## config.mk

```make
export PLATFORM = sky130hd
export DESIGN_NAME = led_stats_regs
export DESIGN_NICKNAME = d
export VERILOG_FILES = /design/src/common/stats_led_pkg.sv /design/src/hdl/led_lane.sv /design/src/hdl/led_stats_regs.sv
export SDC_FILE = /design/constraint.sdc
export NUM_CORES = 1
export LEC_CHECK = 0
export BUFFER_PORTS_ARGS = -buffer_cell sky130_fd_sc_hd__buf_4
export CELL_PAD_IN_SITES_DETAIL_PLACEMENT = 1
export CELL_PAD_IN_SITES_GLOBAL_PLACEMENT = 1
export CORE_MARGIN = 5
export CORE_UTILIZATION = 48
export CTS_BUF_LIST = sky130_fd_sc_hd__clkbuf_4 sky130_fd_sc_hd__clkbuf_8 sky130_fd_sc_hd__clkbuf_16
export CTS_CLUSTER_DIAMETER = 150
export DETAILED_ROUTE_END_ITERATION = 8
export PLACE_DENSITY = 0.95
export SETUP_SLACK_MARGIN = 0.2
export SLEW_MARGIN = 20
export SYNTH_ARGS = -nofsm -noshare
export SYNTH_HDL_FRONTEND = slang
export SYNTH_SLANG_ARGS = --single-unit
export TNS_END_PERCENT = 50
```

## constraint.sdc

```tcl
create_clock -name mclk -period 3.3 [get_ports mclk]
set_input_delay 0.66 -clock mclk [delete_from_list [all_inputs] [get_ports mclk]]
set_output_delay 0.66 -clock mclk [all_outputs]
set_load 0.01 [all_outputs]
```

## src/common/stats_led_pkg.sv

```systemverilog
// Constants for the LED stretch control and retrain statistics block
package stats_led_pkg;

  // Management register addresses
  localparam logic [15:0] ADDR_TONE_FREQ   = 16'hA89E;
  localparam logic [15:0] ADDR_RETRAIN_CNT = 16'hA89F;
  localparam logic [15:0] ADDR_LINK_LOSS   = 16'hA8A0;
  localparam logic [15:0] ADDR_GOOD_FR     = 16'hA8A9;
  localparam logic [15:0] ADDR_PAIR_A      = 16'hA8AA;
  localparam logic [15:0] ADDR_PAIR_B      = 16'hA8AB;
  localparam logic [15:0] ADDR_PAIR_C      = 16'hA8AC;
  localparam logic [15:0] ADDR_PAIR_D      = 16'hA8AD;
  localparam logic [15:0] ADDR_LED_CTL     = 16'hA8EC;

  // Control register layout
  localparam int          CTL_PASS_BIT    = 15;
  localparam int          CTL_STRETCH_LSB = 5;
  localparam logic [15:0] CTL_RESET       = 16'h0000;

  // Statistics reset value and saturation ceiling
  localparam logic [15:0] STAT_RESET = 16'h0000;
  localparam logic [15:0] CNT_MAX    = 16'hFFFF;

  // Counter slots
  localparam int CNT_RETRAIN = 0;
  localparam int CNT_LINK    = 1;
  localparam int CNT_GOOD_FR = 2;
  localparam int NUM_CNT     = 3;

  localparam int NUM_LEDS  = 5;
  localparam int NUM_PAIRS = 4;

  // Blink timing: one blink cycle is two half periods
  localparam int CLK_PERIOD_NS     = 4;
  localparam int BLINK_HALF_US     = 40;
  localparam int BLINK_HALF_CYCLES =
    (BLINK_HALF_US * 1000) / CLK_PERIOD_NS;
  localparam logic [1:0] STRETCH_TICKS = 2'h2;

  typedef enum logic [1:0] {
    FUNC_OFF   = 2'h0,
    FUNC_BLINK = 2'h1,
    FUNC_ON    = 2'h2,
    FUNC_DRAIN = 2'h3
  } led_func_t;

endpackage

```

## src/hdl/led_lane.sv

```systemverilog
// One LED lane: source stretching, blink and function select
`timescale 1ns/100ps
module led_lane (
  // Clock and reset
  input  wire logic       mclk,
  input  wire logic       rstn,
  // Timing and control
  input  wire logic       blink_tick,
  input  wire logic       stretch_en,
  input  wire logic [1:0] func,
  // Source and drive
  input  wire logic       src,
  output logic            led_out
);

  logic [1:0] hold_reg;
  logic       phase_reg;
  logic       stretched;
  logic       led_next;
  stats_led_pkg::led_func_t func_sel;

  assign func_sel = stats_led_pkg::led_func_t'(func);

  // Source held for a full blink cycle after it drops
  always_ff @(posedge mclk or negedge rstn) begin
    if (!rstn) begin
      hold_reg <= 2'h0;
    end else if (src && stretch_en) begin
      hold_reg <= stats_led_pkg::STRETCH_TICKS; // see (RQ3)
    end else if (blink_tick && hold_reg != 2'h0) begin
      hold_reg <= hold_reg - 2'h1;
    end
  end

  // Disabling stretch mid-hold drops the tail at once
  assign stretched = src || (stretch_en && hold_reg != 2'h0); // see (RQ3)

  // Phase restarts lit so a short burst is always seen
  always_ff @(posedge mclk or negedge rstn) begin
    if (!rstn) begin
      phase_reg <= 1'b0;
    end else if (!stretched) begin
      phase_reg <= 1'b0;
    end else if (blink_tick) begin
      phase_reg <= ~phase_reg;
    end
  end

  // Drain mode drives the level only; pin drive type lives outside
  always_comb begin
    case (func_sel)
      stats_led_pkg::FUNC_OFF:   led_next = 1'b0;
      stats_led_pkg::FUNC_BLINK: led_next = stretched && !phase_reg; // see (RQ13)
      stats_led_pkg::FUNC_ON:    led_next = stretched;
      stats_led_pkg::FUNC_DRAIN: led_next = stretched;
      default:                   led_next = 1'b0;
    endcase
  end

  always_ff @(posedge mclk or negedge rstn) begin
    if (!rstn) begin
      led_out <= 1'b0;
    end else begin
      led_out <= led_next;
    end
  end
endmodule

```

## src/hdl/led_stats_regs.sv

```systemverilog
// LED stretch control register and retrain statistics registers
//
// Functional notes
// (RQ1) Pass-through bit 0 blocks core activity from LEDs; 1 lets it in.
// (RQ2) Pass-through bit gates the activity bits of the source status.
// (RQ3) Bits 9..5 stretch LEDs five..one by one blink cycle.
// (RQ4) Software changes stretch bits only by read-modify-write.
// (RQ5) Software writes back reserved control bits and ignores their reads.
// (RQ6) Software sets stretch bits 5..9 to make activity visible.
// (RQ7) Tone register holds interference frequency of last retrain.
// (RQ8) Retrain counter counts retrains since reset, from zero.
// (RQ9) Link loss counter counts link-down episodes since reset.
// (RQ10) Retrain and link loss counters cleared only by reset.
// (RQ11) Good fast-retrain counter counts successful fast retrains.
// (RQ12) Four pair registers hold interference level of last retrain.
// (RQ13) Function 01 blinks the lamp from its stretched source.
// (RQ14) Event counters saturate at all ones.
`timescale 1ns/100ps
module led_stats_regs #(
  parameter int BLINK_CYCLES = stats_led_pkg::BLINK_HALF_CYCLES
) (
  // Clock and reset
  input  wire logic        mclk,
  input  wire logic        rstn,
  // Management register port
  input  wire logic [15:0] mgmt_addr,
  input  wire logic        mgmt_wr,
  input  wire logic [15:0] mgmt_wdata,
  input  wire logic        mgmt_rd,
  output logic      [15:0] mgmt_rdata,
  output logic             mgmt_rvalid,
  // Gigabit copper core activity
  input  wire logic        gigabit_copper_core_rx_act,
  input  wire logic        gigabit_copper_core_tx_act,
  output logic             src_rx_activity,
  output logic             src_tx_activity,
  // LED lanes
  input  wire logic [9:0]  led_func,
  input  wire logic [4:0]  led_act_sel,
  input  wire logic [4:0]  led_source,
  output logic      [4:0]  led_out,
  // Retrain events and measurements
  input  wire logic        retrain_evt,
  input  wire logic        link_down_evt,
  input  wire logic        fast_retrain_ok_evt,
  input  wire logic [15:0] tone_freq_in,
  input  wire logic [15:0] pair_a_level_in,
  input  wire logic [15:0] pair_b_level_in,
  input  wire logic [15:0] pair_c_level_in,
  input  wire logic [15:0] pair_d_level_in
);

  localparam int BW = $clog2(BLINK_CYCLES);
  localparam int NL = stats_led_pkg::NUM_LEDS;
  localparam int NP = stats_led_pkg::NUM_PAIRS;
  localparam int NC = stats_led_pkg::NUM_CNT;

  generate
    if (BLINK_CYCLES < 2) begin : g_bad_blink
      $error("BLINK_CYCLES must be at least 2");
    end
  endgenerate

  logic [15:0]   ctl_reg;
  logic [15:0]   tone_reg;
  logic [15:0]   pair_reg [NP];
  logic [15:0]   pair_in  [NP];
  logic [15:0]   cnt_reg  [NC];
  logic [NC-1:0] evt;
  logic [BW-1:0] blink_cnt_reg;
  logic          blink_tick;
  logic          pass_en;
  logic          rx_gated;
  logic          tx_gated;
  logic [4:0]    stretch_on;
  logic [4:0]    lane_src;
  logic [15:0]   rdata_next;

  assign pass_en    = ctl_reg[stats_led_pkg::CTL_PASS_BIT];
  assign stretch_on = ctl_reg[stats_led_pkg::CTL_STRETCH_LSB +: NL];

  // Whole word is stored, reserved fields included, so that software
  // read-modify-write returns what it wrote
  always_ff @(posedge mclk or negedge rstn) begin
    if (!rstn) begin
      ctl_reg <= stats_led_pkg::CTL_RESET;
    end else if (mgmt_wr && mgmt_addr == stats_led_pkg::ADDR_LED_CTL) begin
      ctl_reg <= mgmt_wdata;
    end
  end

  // Core activity reaches the lamps only through the pass-through bit
  assign rx_gated = gigabit_copper_core_rx_act && pass_en; // see (RQ1)
  assign tx_gated = gigabit_copper_core_tx_act && pass_en; // see (RQ1)

  always_ff @(posedge mclk or negedge rstn) begin
    if (!rstn) begin
      src_rx_activity <= 1'b0;
      src_tx_activity <= 1'b0;
    end else begin
      src_rx_activity <= rx_gated; // see (RQ2)
      src_tx_activity <= tx_gated; // see (RQ2)
    end
  end

  // Half-period blink tick shared by all lanes keeps lamps in step
  always_ff @(posedge mclk or negedge rstn) begin
    if (!rstn) begin
      blink_cnt_reg <= '0;
    end else if (blink_tick) begin
      blink_cnt_reg <= '0;
    end else begin
      blink_cnt_reg <= blink_cnt_reg + BW'(1);
    end
  end

  assign blink_tick = (blink_cnt_reg == BW'(BLINK_CYCLES - 1));

  genvar gi;
  generate
    for (gi = 0; gi < NL; gi++) begin : g_lane
      assign lane_src[gi] = led_source[gi] ||
        (led_act_sel[gi] && (rx_gated || tx_gated)); // see (RQ1)
      led_lane u_lane (
        .mclk       (mclk),
        .rstn       (rstn),
        .blink_tick (blink_tick),
        .stretch_en (stretch_on[gi]),
        .func       (led_func[2*gi +: 2]),
        .src        (lane_src[gi]),
        .led_out    (led_out[gi])
      );
    end
  endgenerate

  // Tone and pair levels are snapshots of the most recent retrain
  always_ff @(posedge mclk or negedge rstn) begin
    if (!rstn) begin
      tone_reg <= stats_led_pkg::STAT_RESET;
    end else if (retrain_evt) begin
      tone_reg <= tone_freq_in; // see (RQ7)
    end
  end

  assign pair_in[0] = pair_a_level_in;
  assign pair_in[1] = pair_b_level_in;
  assign pair_in[2] = pair_c_level_in;
  assign pair_in[3] = pair_d_level_in;

  generate
    for (gi = 0; gi < NP; gi++) begin : g_pair
      always_ff @(posedge mclk or negedge rstn) begin
        if (!rstn) begin
          pair_reg[gi] <= stats_led_pkg::STAT_RESET;
        end else if (retrain_evt) begin
          pair_reg[gi] <= pair_in[gi]; // see (RQ12)
        end
      end
    end
  endgenerate

  assign evt[stats_led_pkg::CNT_RETRAIN] = retrain_evt;
  assign evt[stats_led_pkg::CNT_LINK]    = link_down_evt;
  assign evt[stats_led_pkg::CNT_GOOD_FR] = fast_retrain_ok_evt;

  // No clear path: negotiation activity never touches these counts.
  // Saturation keeps a stuck count readable as "many" instead of zero.
  generate
    for (gi = 0; gi < NC; gi++) begin : g_cnt
      always_ff @(posedge mclk or negedge rstn) begin
        if (!rstn) begin
          cnt_reg[gi] <= stats_led_pkg::STAT_RESET; // see (RQ10)
        end else if (evt[gi] && cnt_reg[gi] != stats_led_pkg::CNT_MAX) begin
          cnt_reg[gi] <= cnt_reg[gi] + 16'h0001; // see (RQ8) (RQ9) (RQ11) (RQ14)
        end
      end
    end
  endgenerate

  // Unmapped addresses read as zero
  always_comb begin
    case (mgmt_addr)
      stats_led_pkg::ADDR_TONE_FREQ:
        rdata_next = tone_reg;
      stats_led_pkg::ADDR_RETRAIN_CNT:
        rdata_next = cnt_reg[stats_led_pkg::CNT_RETRAIN];
      stats_led_pkg::ADDR_LINK_LOSS:
        rdata_next = cnt_reg[stats_led_pkg::CNT_LINK];
      stats_led_pkg::ADDR_GOOD_FR:
        rdata_next = cnt_reg[stats_led_pkg::CNT_GOOD_FR];
      stats_led_pkg::ADDR_PAIR_A: rdata_next = pair_reg[0];
      stats_led_pkg::ADDR_PAIR_B: rdata_next = pair_reg[1];
      stats_led_pkg::ADDR_PAIR_C: rdata_next = pair_reg[2];
      stats_led_pkg::ADDR_PAIR_D: rdata_next = pair_reg[3];
      stats_led_pkg::ADDR_LED_CTL: rdata_next = ctl_reg;
      default:                    rdata_next = 16'h0000;
    endcase
  end

  // Read data is held until the next read
  always_ff @(posedge mclk or negedge rstn) begin
    if (!rstn) begin
      mgmt_rdata  <= 16'h0000;
      mgmt_rvalid <= 1'b0;
    end else begin
      mgmt_rvalid <= mgmt_rd;
      if (mgmt_rd) begin
        mgmt_rdata <= rdata_next;
      end
    end
  end
endmodule

```

== Word level (Yosys, flattened, before mapping) ==
Index checks and enable logic that the tools add are counted.
Storage, ports and cells
  register bits: 197
  input port bits: 141
  output and inout port bits: 24
  logic and storage cells: 170
Operators by class
  $add $sub $neg: 9
  eq/ne operators: 33
  multiplexer cells: 27
  bitwise logic cells: 5
  reduce and logical (&&, ||, !) cells: 67
Operators with widths (number)
  $eq A16 B16 Y1 const B: 9
  $pmux W16 S9: 1
  $add A16 B1 Y16 const B: 3
  $ne A16 B16 Y1 const B: 3
  $logic_and A1 B1 Y1: 31
  $eq A2 B2 Y1 const B: 10
  $mux W2: 10
  $reduce_bool A2 Y1: 10
  $pmux W1 S3: 5
  $add A14 B1 Y14 const B: 1
  $eq A14 B14 Y1 const B: 1
  $mux W14: 1
  $logic_or A1 B1 Y1: 11
  $eq A2 B1 Y1 const B: 5
  $logic_not A2 Y1: 5
  $mux W1: 10
  $reduce_or A2 Y1: 5
  $sub A2 B1 Y2 const B: 5
  $ne A2 B2 Y1 const B: 4
  $logic_not A1 Y1: 5
  $not A1 Y1: 5
  $ne A2 B1 Y1 const B: 1

== Logic depth before layout (Yosys ltp) ==
Gate-level depths: netlist of the first run.
  depth after elaboration: 7
  depth in mapped cells: 8

== Cells and area by module ==
From an unflattened synthesis of the first run, not the netlist that was laid out.
Second synthesis, totals
  cells, all modules: 827
  area, all modules: 9484.1 sq um
By module, submodules not included
  led_stats_regs: instances 1, cells an instance 732, area each 8508.2 sq um
  led_lane: instances 5, cells an instance 19, area each 195.2 sq um

== Least setup slack after synthesis of the first run ==
No wires, ideal clock.
  path type: input -> register
  start: input mgmt_addr[9]
  end: register ctl_reg[0]
  library setup time: 128 ps
  arrival time: 2476 ps
  slack: 696 ps
  stages on the path: 6
  buffers on the path: 2
  cell sequence: or4b_1 -> buf_2 -> nor4_4 -> nand2_4 -> buf_4 -> mux2_1
On the way
  cells in the longest elaborated chain, start to end: 2
Ends and longest elaborated chain
  from (decl): RTL line led_stats_regs.sv:26  | input wire logic [15:0] mgmt_addr,
  $eq A16 B16 Y1: RTL line led_stats_regs.sv:87  | end else if (mgmt_wr && mgmt_addr == stats_led_pkg::ADDR_LED_CTL) begin
  $logic_and A1 B1 Y1: RTL line led_stats_regs.sv:87
  to (signal assigned): RTL line led_stats_regs.sv:86  | ctl_reg <= stats_led_pkg::CTL_RESET;
  to (signal assigned): RTL line led_stats_regs.sv:88  | ctl_reg <= mgmt_wdata;
  to (decl): RTL line led_stats_regs.sv:64  | logic [15:0] ctl_reg;
No other way between the ends.
A chain may end at the register's enable or synchronous reset.

== Final worst setup path of the first run ==
  start: input mgmt_addr[9]
  end: register mgmt_rdata[10]
On the way
  cells in the longest elaborated chain, start to end: 2
Ends and longest elaborated chain
  $eq A16 B16 Y1: RTL line led_stats_regs.sv:182  | case (mgmt_addr)
  $pmux W16 S9 *: RTL line led_stats_regs.sv:182
  to (signal assigned): RTL line led_stats_regs.sv:208  | mgmt_rdata <= rdata_next;
  to (decl): RTL line led_stats_regs.sv:30  | output logic [15:0] mgmt_rdata,
Mark *: on every way between the ends. The rest lies on a longest branch, timed or not.

==> run_results.csv, run 1 <==
group,metric,value,unit
floorplan,pin_count,165,
worst_setup_path,cp_max_fo,13,
placement,dpl.hpwl,22600,um
timing,setup_tns,0,ns
floorplan,start_util,0.4909,
logic_synthesis,synth_area_leader_cell,"dfrtp_1",
timing,max_freq,348.8,MHz
logic_synthesis,synth_fa_ha_area_frac,0.01214,
placement,numPortBuffers,164,
logic_synthesis,yosys.area_share.xor_xnor,0.05194,
outcome,status,"finished clean",
global_routing,gr-usage-all-layers,0.2937,
logic_synthesis,syn_nets,922,
route,drcViolationCount,0,
timing,maxSlewHeadroom,0.3820,
clocking,clk_latency,0.44,ns
clocking,clock_path_buffers,2,
clocking,cts_root_buf,"clkbuf_16",
global_routing,grt_first_pass_wirelength,49960,um
job,drv_cap,0,
worst_setup_path,path_class,"in -> reg",
worst_setup_path,worst_ep_required_time,3.68,ns
logic_synthesis,synthMuxAreaShare,0.1214,
layout,finish.net_count,1084,
worst_setup_path,cp_slowest_cell,"or4b_1",
power,ir_drop,374.2,uV
clocking,cts_tree,"done",
timing,rsz0062_at_grt,"false",
floorplan,fp.dieH,149.0,um
logic_synthesis,async_flop_share,1.000,
logic_synthesis,synth.top_cell.area_share,0.5315,
logic_synthesis,synth_edf_count,0,
logic_synthesis,syn_inst,772,
logic_synthesis,ys_seq_elements,197,
global_routing,grt_antenna_before_repair,0,
global_routing,grt_pass1_vias,8514,
layout,largest_reg_flops,64,
timing,min_period,2.867,ns
timing,final-hold-violation-count,0,
power,p_leak,5.138,nW
clocking,cts_hold_buf,0,
clocking,clock_sinks,197,
worst_setup_path,cp_common_cell,"or3_1",
clocking,postCtsSetupBuffers,0,
logic_synthesis,ys.flop_type,"dfrtp_1",
logic_synthesis,synth-compound-area-share,0.1206,
layout,drive_gt1_frac,0.3453,
worst_setup_path,start_kind,"input pin",
placement,post-place-cells,1175,
logic_synthesis,ys_top_cells_by_area,"dfrtp_1 53%, mux2_2 11%, xnor2_1 4.4%, a22oi_1 4.2%, nand3_1 2.2%",
logic_synthesis,ys_seq_area_frac,0.5315,
logic_synthesis,ys_top_cells_by_count,"197 x dfrtp_1, 90 x mux2_2, 52 x a22oi_1, 47 x xnor2_1, 41 x nand3_1",
logic_synthesis,ys_warn_count,0,
route,antenna_left,0,
route,wl,32460,um
floorplan,row_count,50,
layout,final_cells,1207,
worst_setup_path,crit_chain,"buf_4 -> or4b_1 -> or3_1 -> o31ai_2 -> or3_1 -> o221a_2",
global_routing,grt_max_degree,84,
route,drt-wirelength-per-cell,26.89,um
route,drt_iter0_drc,789,
logic_synthesis,synth.most_common_cell,"dfrtp_1",
logic_synthesis,yosysUniqueCellTypes,53,
timing,worst_slew_pin_slew,0.9185,ns
layout,area_delta_synth_final,22.45,%
clocking,cts_resized,0,
floorplan,die_area,22200,sq um
logic_synthesis,post_synth.cell_area_avg,12.01,sq um
clocking,h-tree-depth,4,
floorplan,core_area,18890,sq um
logic_synthesis,synth_top_family_by_area,"simple AND/OR/NAND/NOR gates",
placement,place_congestion,0.8814,
worst_setup_path,cp.arrival,3.24,ns
layout,num_antenna_cells,0,
global_routing,grt.overflow.total,0,
route,vias,7600,
route,viasPerCell,6.297,
worst_setup_path,end_kind,"register",
route,first_pass_iters,5,
worst_hold_path,hold_path.class,"in -> async",
logic_synthesis,synth_area,9275,sq um
timing,drv_slew,0,
power,powerDensity,505.8,nW/um^2
logic_synthesis,synth_simple_gate_area_share,0.1290,
worst_setup_path,crit_family,"simple AND/OR/NAND/NOR gates",
floorplan,die_x,149.0,um
clocking,path_clk_slew,0.08,ns
clocking,cts_buffers,17,
timing,finalSetupViolCount,0,
timing,fin_worst_skew,0.009739,ns
worst_setup_path,crit_buf_inv,1,
worst_setup_path,slowest_delay,0.72,ns
timing,fin_crit_sh,0.8689,
[area by class of cell]
cell class                      count  area, sq um
Multi-Input combinational cell    508         4035
Inverter                           27        101.3
Clock buffer                       19        446.7
Fill cell                        1998         7536
Sequential cell                   197         4930
Tap cell                          260        325.3
Timing Repair Buffer              183         1405
Clock inverter                     13        113.9
[cell usage in the layout, fill, tap and decap left out, types with 11 or more instances in the layout]
cell,n
nand2_1,37
mux2_2,90
nor2_1,27
nand4_1,18
xnor2_1,47
clkbuf_16,17
dfrtp_1,197
a21boi_0,15
a21oi_1,19
buf_4,180
a22oi_1,52
o21ai_0,11
inv_1,27
and3_1,17
nand3_1,41
[metrics by stage]
stage,hold slack [ns],power [W],setup WS (ns),utilization,instance area [sq um]
after floorplan,0.3644,0.003251,0.6962,-,9275
after global placement,0.4510,0.003597,0.3031,0.5715,10800
after detailed placement,0.4939,0.003684,0.1500,0.5715,10800
after CTS,0.2975,0.005736,0.4978,0.6011,11360
final,0.2574,0.005745,0.4327,0.6011,11360
after global routing,0.3134,0.005918,0.3764,0.6011,11360
[report_power, final]
group          internal (W)  switching [W]
Clock               0.00102        0.00103
Combinational      0.000379       0.000356
Sequential          0.00265       0.000313
Total               0.00405        0.00170
[kinds of logic after synthesis]
family	after synthesis
XOR/XNOR	55
AO/OA/AOI/OAI	147
buffers and inverters	67
flip-flops	197
AND/OR/NAND/NOR	197
multiplexers	100
adder cells (fa/ha/maj)	9
[final timing paths]
kind	cells past startpoint	startpoint	slack [ns]	end
max	6	mgmt_addr[9]	0.43	mgmt_rdata[10]
min	1	rstn	0.26	mgmt_rvalid
max reg2reg	5	cnt_reg[35]	0.82	cnt_reg[41]
min reg2reg	1	ctl_reg[1]	0.51	ctl_reg[1]
max in group asynchronous	2	rstn	2.23	tone_reg[14]
min in group mclk	3	led_func[1]	0.43	g_lane[0].u_lane.led_out
[layer usage]
layer	global-route usage	part of all wire
met1	0.3437	0.36
met4	0.1405	0.054
met2	0.5049	0.50
met5	0	0
met3	0.07475	0.084
(Power assumes the default switching activity.)
==> run 2, diff against run 1 <==
Settings changed: ABC_AREA from default to 1, CORE_UTILIZATION 48 to 46.
==> run_results.csv, run 2 <==
group,metric,value,unit
logic_synthesis,syn_inst,1171,
layout,mostFrequentLayoutCell,"nand2_1",
timing,max_freq,478.7,MHz
clocking,cts_tree,"done",
global_routing,grt.overflow.total,0,
job,drv_cap,0,
floorplan,core_area,21820,sq um
worst_setup_path,crit_family,"simple AND/OR/NAND/NOR gates",
clocking,h-tree-depth,4,
logic_synthesis,synth_area_leader_cell,"dfrtp_1",
timing,fin_worst_skew,0.01798,ns
timing,finalSetupViolCount,0,
global_routing,grt_first_pass_wirelength,56570,um
logic_synthesis,syn_nets,1321,
route,wl,36630,um
timing,min_period,2.089,ns
timing,drv_slew,0,
worst_setup_path,worst_ep_required_time,3.65,ns
worst_setup_path,slowest_delay,0.51,ns
layout,area_delta_synth_final,20.46,%
worst_setup_path,cp.arrival,2.43,ns
logic_synthesis,synth.top_cell.area_share,0.4847,
clocking,clock_path_buffers,2,
worst_setup_path,end_kind,"register",
route,drt_iter0_drc,927,
route,first_pass_iters,5,
power,ir_drop,332.4,uV
route,antenna_left,0,
timing,fin_crit_sh,0.6330,
worst_setup_path,crit_chain,"ha_1 -> nand3_2 -> nor2_4 -> nand2_1 -> nor2_2 -> a21boi_1 -> nand2_1 -> xor2_1",
logic_synthesis,post_synth.cell_area_avg,8.685,sq um
worst_setup_path,cp_common_cell,"nand2_1",
timing,final-hold-violation-count,0,
logic_synthesis,synth.most_common_cell,"nand2_1",
logic_synthesis,ys_top_cells_by_area,"dfrtp_1 48%, nand2_1 8.6%, mux2_2 7.3%, nand3_1 7.1%, inv_1 4.9%",
global_routing,grt_pass1_vias,10110,
worst_setup_path,start_kind,"register",
clocking,cts_root_buf,"clkbuf_16",
logic_synthesis,yosysUniqueCellTypes,39,
floorplan,die_x,158.7,um
worst_setup_path,cp_max_fo,7,
route,drt-wirelength-per-cell,22.68,um
placement,numPortBuffers,164,
placement,post-place-cells,1583,
power,p_leak,6.137,nW
route,drcViolationCount,0,
global_routing,grt_antenna_before_repair,0,
floorplan,fp.dieH,158.7,um
timing,holdWs,0.1810,ns
placement,place_congestion,0.9128,
global_routing,grt_max_degree,82,
layout,final_area,12250,sq um
timing,worst_slew_pin_slew,0.6630,ns
timing,maxSlewHeadroom,0.5570,
layout,num_antenna_cells,0,
timing,setup_tns,0,ns
power,powerDensity,495.2,nW/um^2
logic_synthesis,ys_seq_elements,197,
clocking,cts_buffers,17,
logic_synthesis,synth_edf_count,0,
route,viasPerCell,5.748,
clocking,path_clk_slew,0.09,ns
worst_hold_path,hold_path.class,"in -> async",
logic_synthesis,async_flop_share,1.000,
layout,final_cell_mix,"234 x nand2_1, 197 x dfrtp_1, 168 x buf_4",
layout,final_cells,1615,
logic_synthesis,ys.flop_type,"dfrtp_1",
layout,drive_gt1_frac,0.2382,
logic_synthesis,synth_area,10170,sq um
layout,final_core_util,0.5613,
floorplan,start_util,0.4660,
clocking,clk_latency,0.46,ns
global_routing,gr-usage-all-layers,0.2951,
clocking,postCtsSetupBuffers,0,
floorplan,row_count,54,
layout,largest_reg_flops,64,
placement,placed_area,11640,sq um
route,vias,9283,
clocking,cts_resized,0,
outcome,status,"finished clean",
timing,rsz0062_at_grt,"false",
floorplan,die_area,25180,sq um
clocking,clock_sinks,197,
clocking,cts_hold_buf,0,
layout,finish.net_count,1472,
worst_setup_path,path_class,"reg -> reg",
placement,dpl.hpwl,25800,um
worst_setup_path,r2r_slack,1.21,ns
worst_setup_path,cp_slowest_cell,"a21boi_1",
logic_synthesis,ys_top_cells_by_count,"234 x nand2_1, 197 x dfrtp_1, 145 x nand3_1, 134 x inv_1, 131 x nor2_1",
logic_synthesis,ys_warn_count,0,
floorplan,pin_count,165,
worst_setup_path,crit_buf_inv,0,
logic_synthesis,ys_seq_area_frac,0.4847,
## run 2: cell types whose count changed after synthesis, moves of 36 or more
cell	before	now
xor2_1	8	44
nand3_1	41	145
a22oi_1	52	0
nand2_1	37	234
inv_1	27	134
nor2_1	27	131
xnor2_1	47	3
## run 2: cells by family after synthesis
logic type | count (synthesis) | synth area share
multiplexers | 76 | 0.08784
AO/OA/AOI/OAI | 85 | 0.04614
buffers and inverters | 179 | 0.07591
flip-flops | 197 | 0.4847
adder cells (fa/ha/maj) | 9 | 0.01107
XOR/XNOR | 47 | 0.04048
AND/OR/NAND/NOR | 578 | 0.2538
## run 2: worst reg2reg max path, cell delays in order (launching register included)
cell and delay [ns]:
dfrtp_1 0.46, ha_1 0.25, nand3_2 0.12, nor2_4 0.05
nand2_1 0.10, nor2_2 0.07, a21boi_1 0.52, nand2_1 0.21
xor2_1 0.20
## run 2: cell type report
cell class | count | area (sq um)
sequential | 197 | 4930
multi-input combinational | 795 | 4468
clock inverter | 15 | 187.7
inverter | 137 | 514.2
clock buffer | 17 | 425.4
timing repair buffer | 174 | 1375
tap | 280 | 350.3
fill | 2545 | 9573
## run 2: final timing paths
kind | start | to | cells past startpoint
max reg2reg | cnt_reg[1] | cnt_reg[5] | 8
min in group mclk | tone_freq_in[0] | tone_reg[0] | 3
min | rstn | g_lane[1].u_lane.hold_reg[0] | 1
max | cnt_reg[1] | cnt_reg[5] | 8
min reg2reg | blink_cnt_reg[0] | blink_cnt_reg[0] | 1
max in group asynchronous | rstn | mgmt_rdata[7] | 2
## run 2: report_power, final
| part | internal [W] | switching [W] | leakage [nW] |
|---|---|---|---|
| combinational | 0.000359 | 0.000500 | 3.43 |
| clock | 0.00116 | 0.00110 | 0.297 |
| sequential | 0.00267 | 0.000283 | 2.41 |
| total | 0.00418 | 0.00188 | 6.14 |
## run 2: routing by layer
layer / track usage / wire [um] / part of all wire
met5: 0 / 0 / 0
met4: 0.1462 / 1935 / 0.053
met3: 0.05953 / 2747 / 0.075
met2: 0.4984 / 18050 / 0.49
met1: 0.3599 / 13900 / 0.38
## run 2: stage by stage
step / total power [W] / worst slack (ns)
2_1_floorplan: 0.003355 / 1.546
3_3_place_gp: 0.003689 / 0.8753
3_5_place_dp: 0.003777 / 0.8747
4_1_cts: 0.006064 / 1.258
5_1_grt: 0.006259 / 1.110
6_report: 0.006066 / 1.211
==> run 3, diff against run 2 <==
Settings changed: ABC_AREA 1 to 0, CORE_UTILIZATION 46 to 45, PLACE_DENSITY 0.95 to 0.91.
Clock period 3.3 ns to 2 ns, I/O delays scaled along.
==> run_results.csv, run 3 (synthesis gave the netlist of run 1 again) <==
group,metric,value,unit
outcome,status,"finished with violations",
outcome,violations,"negative setup slack",
layout,largest_reg_flops,64,
layout,multi_input_area,4504,sq um
worst_hold_path,hold_path.class,"in -> reg",
route,vias,8603,
timing,min_period,2.237,ns
worst_setup_path,worst_ep_required_time,2.39,ns
global_routing,grt_pass1_vias,9122,
route,drcViolationCount,0,
clocking,h-tree-depth,4,
placement,dp_slack,-0.6162,ns
timing,finalSetupViolCount,34,
worst_setup_path,slowest_delay,0.51,ns
power,powerDensity,806.9,nW/um^2
layout,fillCellCount,2000,
clocking,path_clk_slew,0.08,ns
timing,worst_slew_pin_slew,0.8293,ns
worst_setup_path,start_kind,"input pin",
timing,final-hold-violation-count,0,
clocking,cts_root_buf,"clkbuf_16",
worst_setup_path,end_kind,"register",
worst_setup_path,cp_max_fo,7,
placement,dpl.hpwl,23370,um
worst_setup_path,cp_common_cell,"buf_4",
job,drv_cap,0,
clocking,cts_buffers,17,
worst_setup_path,cp.arrival,2.62,ns
route,viasPerCell,6.602,
layout,final_cells,1303,
timing,fin_ws,-0.2375,ns
floorplan,pin_count,165,
layout,finish.net_count,1170,
route,wl,42300,um
layout,num_antenna_cells,0,
layout,mostFrequentLayoutCell,"buf_4",
global_routing,use_met1,0.3750,
layout,final_core_util,0.6276,
worst_setup_path,path_class,"in -> reg",
layout,final_cell_mix,"238 x buf_4, 189 x dfrtp_1, 87 x mux2_2",
clocking,clock_sinks,197,
floorplan,row_count,52,
layout,area_delta_synth_final,36.91,%
placement,numPortBuffers,164,
global_routing,grt_first_pass_wirelength,57640,um
floorplan,die_area,23580,sq um
clocking,clk_latency,0.46,ns
floorplan,die_x,153.6,um
route,drt_iter0_drc,939,
placement,place_congestion,0.8846,
timing,rsz0062_at_grt,"true",
timing,maxSlewHeadroom,0.4429,
floorplan,core_area,20230,sq um
global_routing,grt_antenna_before_repair,2,
timing,max_freq,446.9,MHz
clocking,cts_tree,"done",
power,ir_drop,757.9,uV
floorplan,fp.dieH,153.6,um
timing,fin_worst_skew,0.01541,ns
clocking,clock_path_buffers,2,
route,antenna_left,0,
timing,fin_crit_sh,1.119,
power,p_leak,5.886,nW
worst_setup_path,cp_slowest_cell,"nor3b_1",
floorplan,start_util,0.4584,
layout,seqCellArea,4940,sq um
global_routing,gr-usage-all-layers,0.3200,
global_routing,grt.overflow.total,0,
timing,drv_slew,0,
global_routing,gr-usage-met2,0.5281,
route,drt-wirelength-per-cell,32.46,um
worst_setup_path,crit_chain,"buf_4 -> buf_4 -> nand4bb_1 -> buf_4 -> nor3b_1 -> buf_4 -> o21a_1 -> or3_4 -> o221a_1",
layout,drive_gt1_frac,0.4656,
placement,post-place-cells,1240,
global_routing,grtUsageMet3,0.08938,
global_routing,grt.busiest_layer,"met2",
global_routing,grt_max_degree,71,
route,first_pass_iters,8,
## run 3: report_power, final
| part | total, W | switching (W) | internal [W] |
|---|---|---|---|
| logic | 0.00173 | 0.000858 | 0.000872 |
| registers | 0.00489 | 0.000517 | 0.00438 |
| clock network | 0.00362 | 0.00184 | 0.00178 |
| total | 0.0102 | 0.00322 | 0.00703 |
## run 3: routing by layer
layer  vias to the layer above  wire (um)  share of wire
li1                       3351          -              -
met1                      4278      15080           0.36
met2                       717      19920           0.47
met3                       253       3857          0.091
met4                         4       3423          0.081
met5                         -         20        0.00047
## run 3: path summary, 6_finish.rpt
| check | from | end | slack (ns) | depth (start not counted) |
|---|---|---|---|---|
| hold / removal | led_func[5] | g_lane[2].u_lane.led_out | 0.16 | 3 |
| setup reg to reg | cnt_reg[1] | cnt_reg[11] | -0.01 | 7 |
| hold reg to reg | blink_cnt_reg[2] | blink_cnt_reg[2] | 0.50 | 1 |
| min in group asynchronous | rstn | pair_reg[20] | 0.47 | 2 |
| max in group asynchronous | rstn | g_lane[4].u_lane.hold_reg[0] | 0.83 | 3 |
| setup / recovery | mgmt_addr[4] | mgmt_rdata[1] | -0.24 | 9 |
## run 3: cell type report
class	instances	area share
Clock inverter	15	0.01251
Sequential cell	197	0.3890
Multi-Input combinational cell	510	0.3547
Clock buffer	17	0.03350
Timing Repair Buffer	267	0.1757
Tap cell	270	0.02660
Inverter	27	0.007981
## run 3: critical path, delay by kind of cell
| kind | cells | cell delay, ns |
|---|---|---|
| buffers and inverters | 4 | 0.69 |
| AND/OR/NAND/NOR | 3 | 1.00 |
| AO/OA/AOI/OAI | 2 | 0.51 |
## run 3: repair_timing
| item | CTS | global route |
|---|---|---|
| gates resized for setup | 68 | 45 |
| setup buffers | 10 | 14 |
| hold endpoints to repair | 47 | 0 |
| gates cloned | 4 | 2 |
| endpoints found under the setup margin | 62 | 71 |
| hold buffers | 1 | 0 |
| pin swaps | 23 | 27 |
## run 3: metrics by stage
stage          hold WS, ns  TNS, ns  cell area (sq um)  power (W)
2_1_floorplan       0.1044   -6.607               9340   0.005371
3_3_place_gp        0.4008   -10.45              11360   0.006018
3_5_place_dp        0.4025   -12.36              11360   0.006153
4_1_cts             0.1619        0              12370   0.009837
5_1_grt             0.1573   -3.526              12700    0.01049
6_report            0.1626   -3.406              12700    0.01025
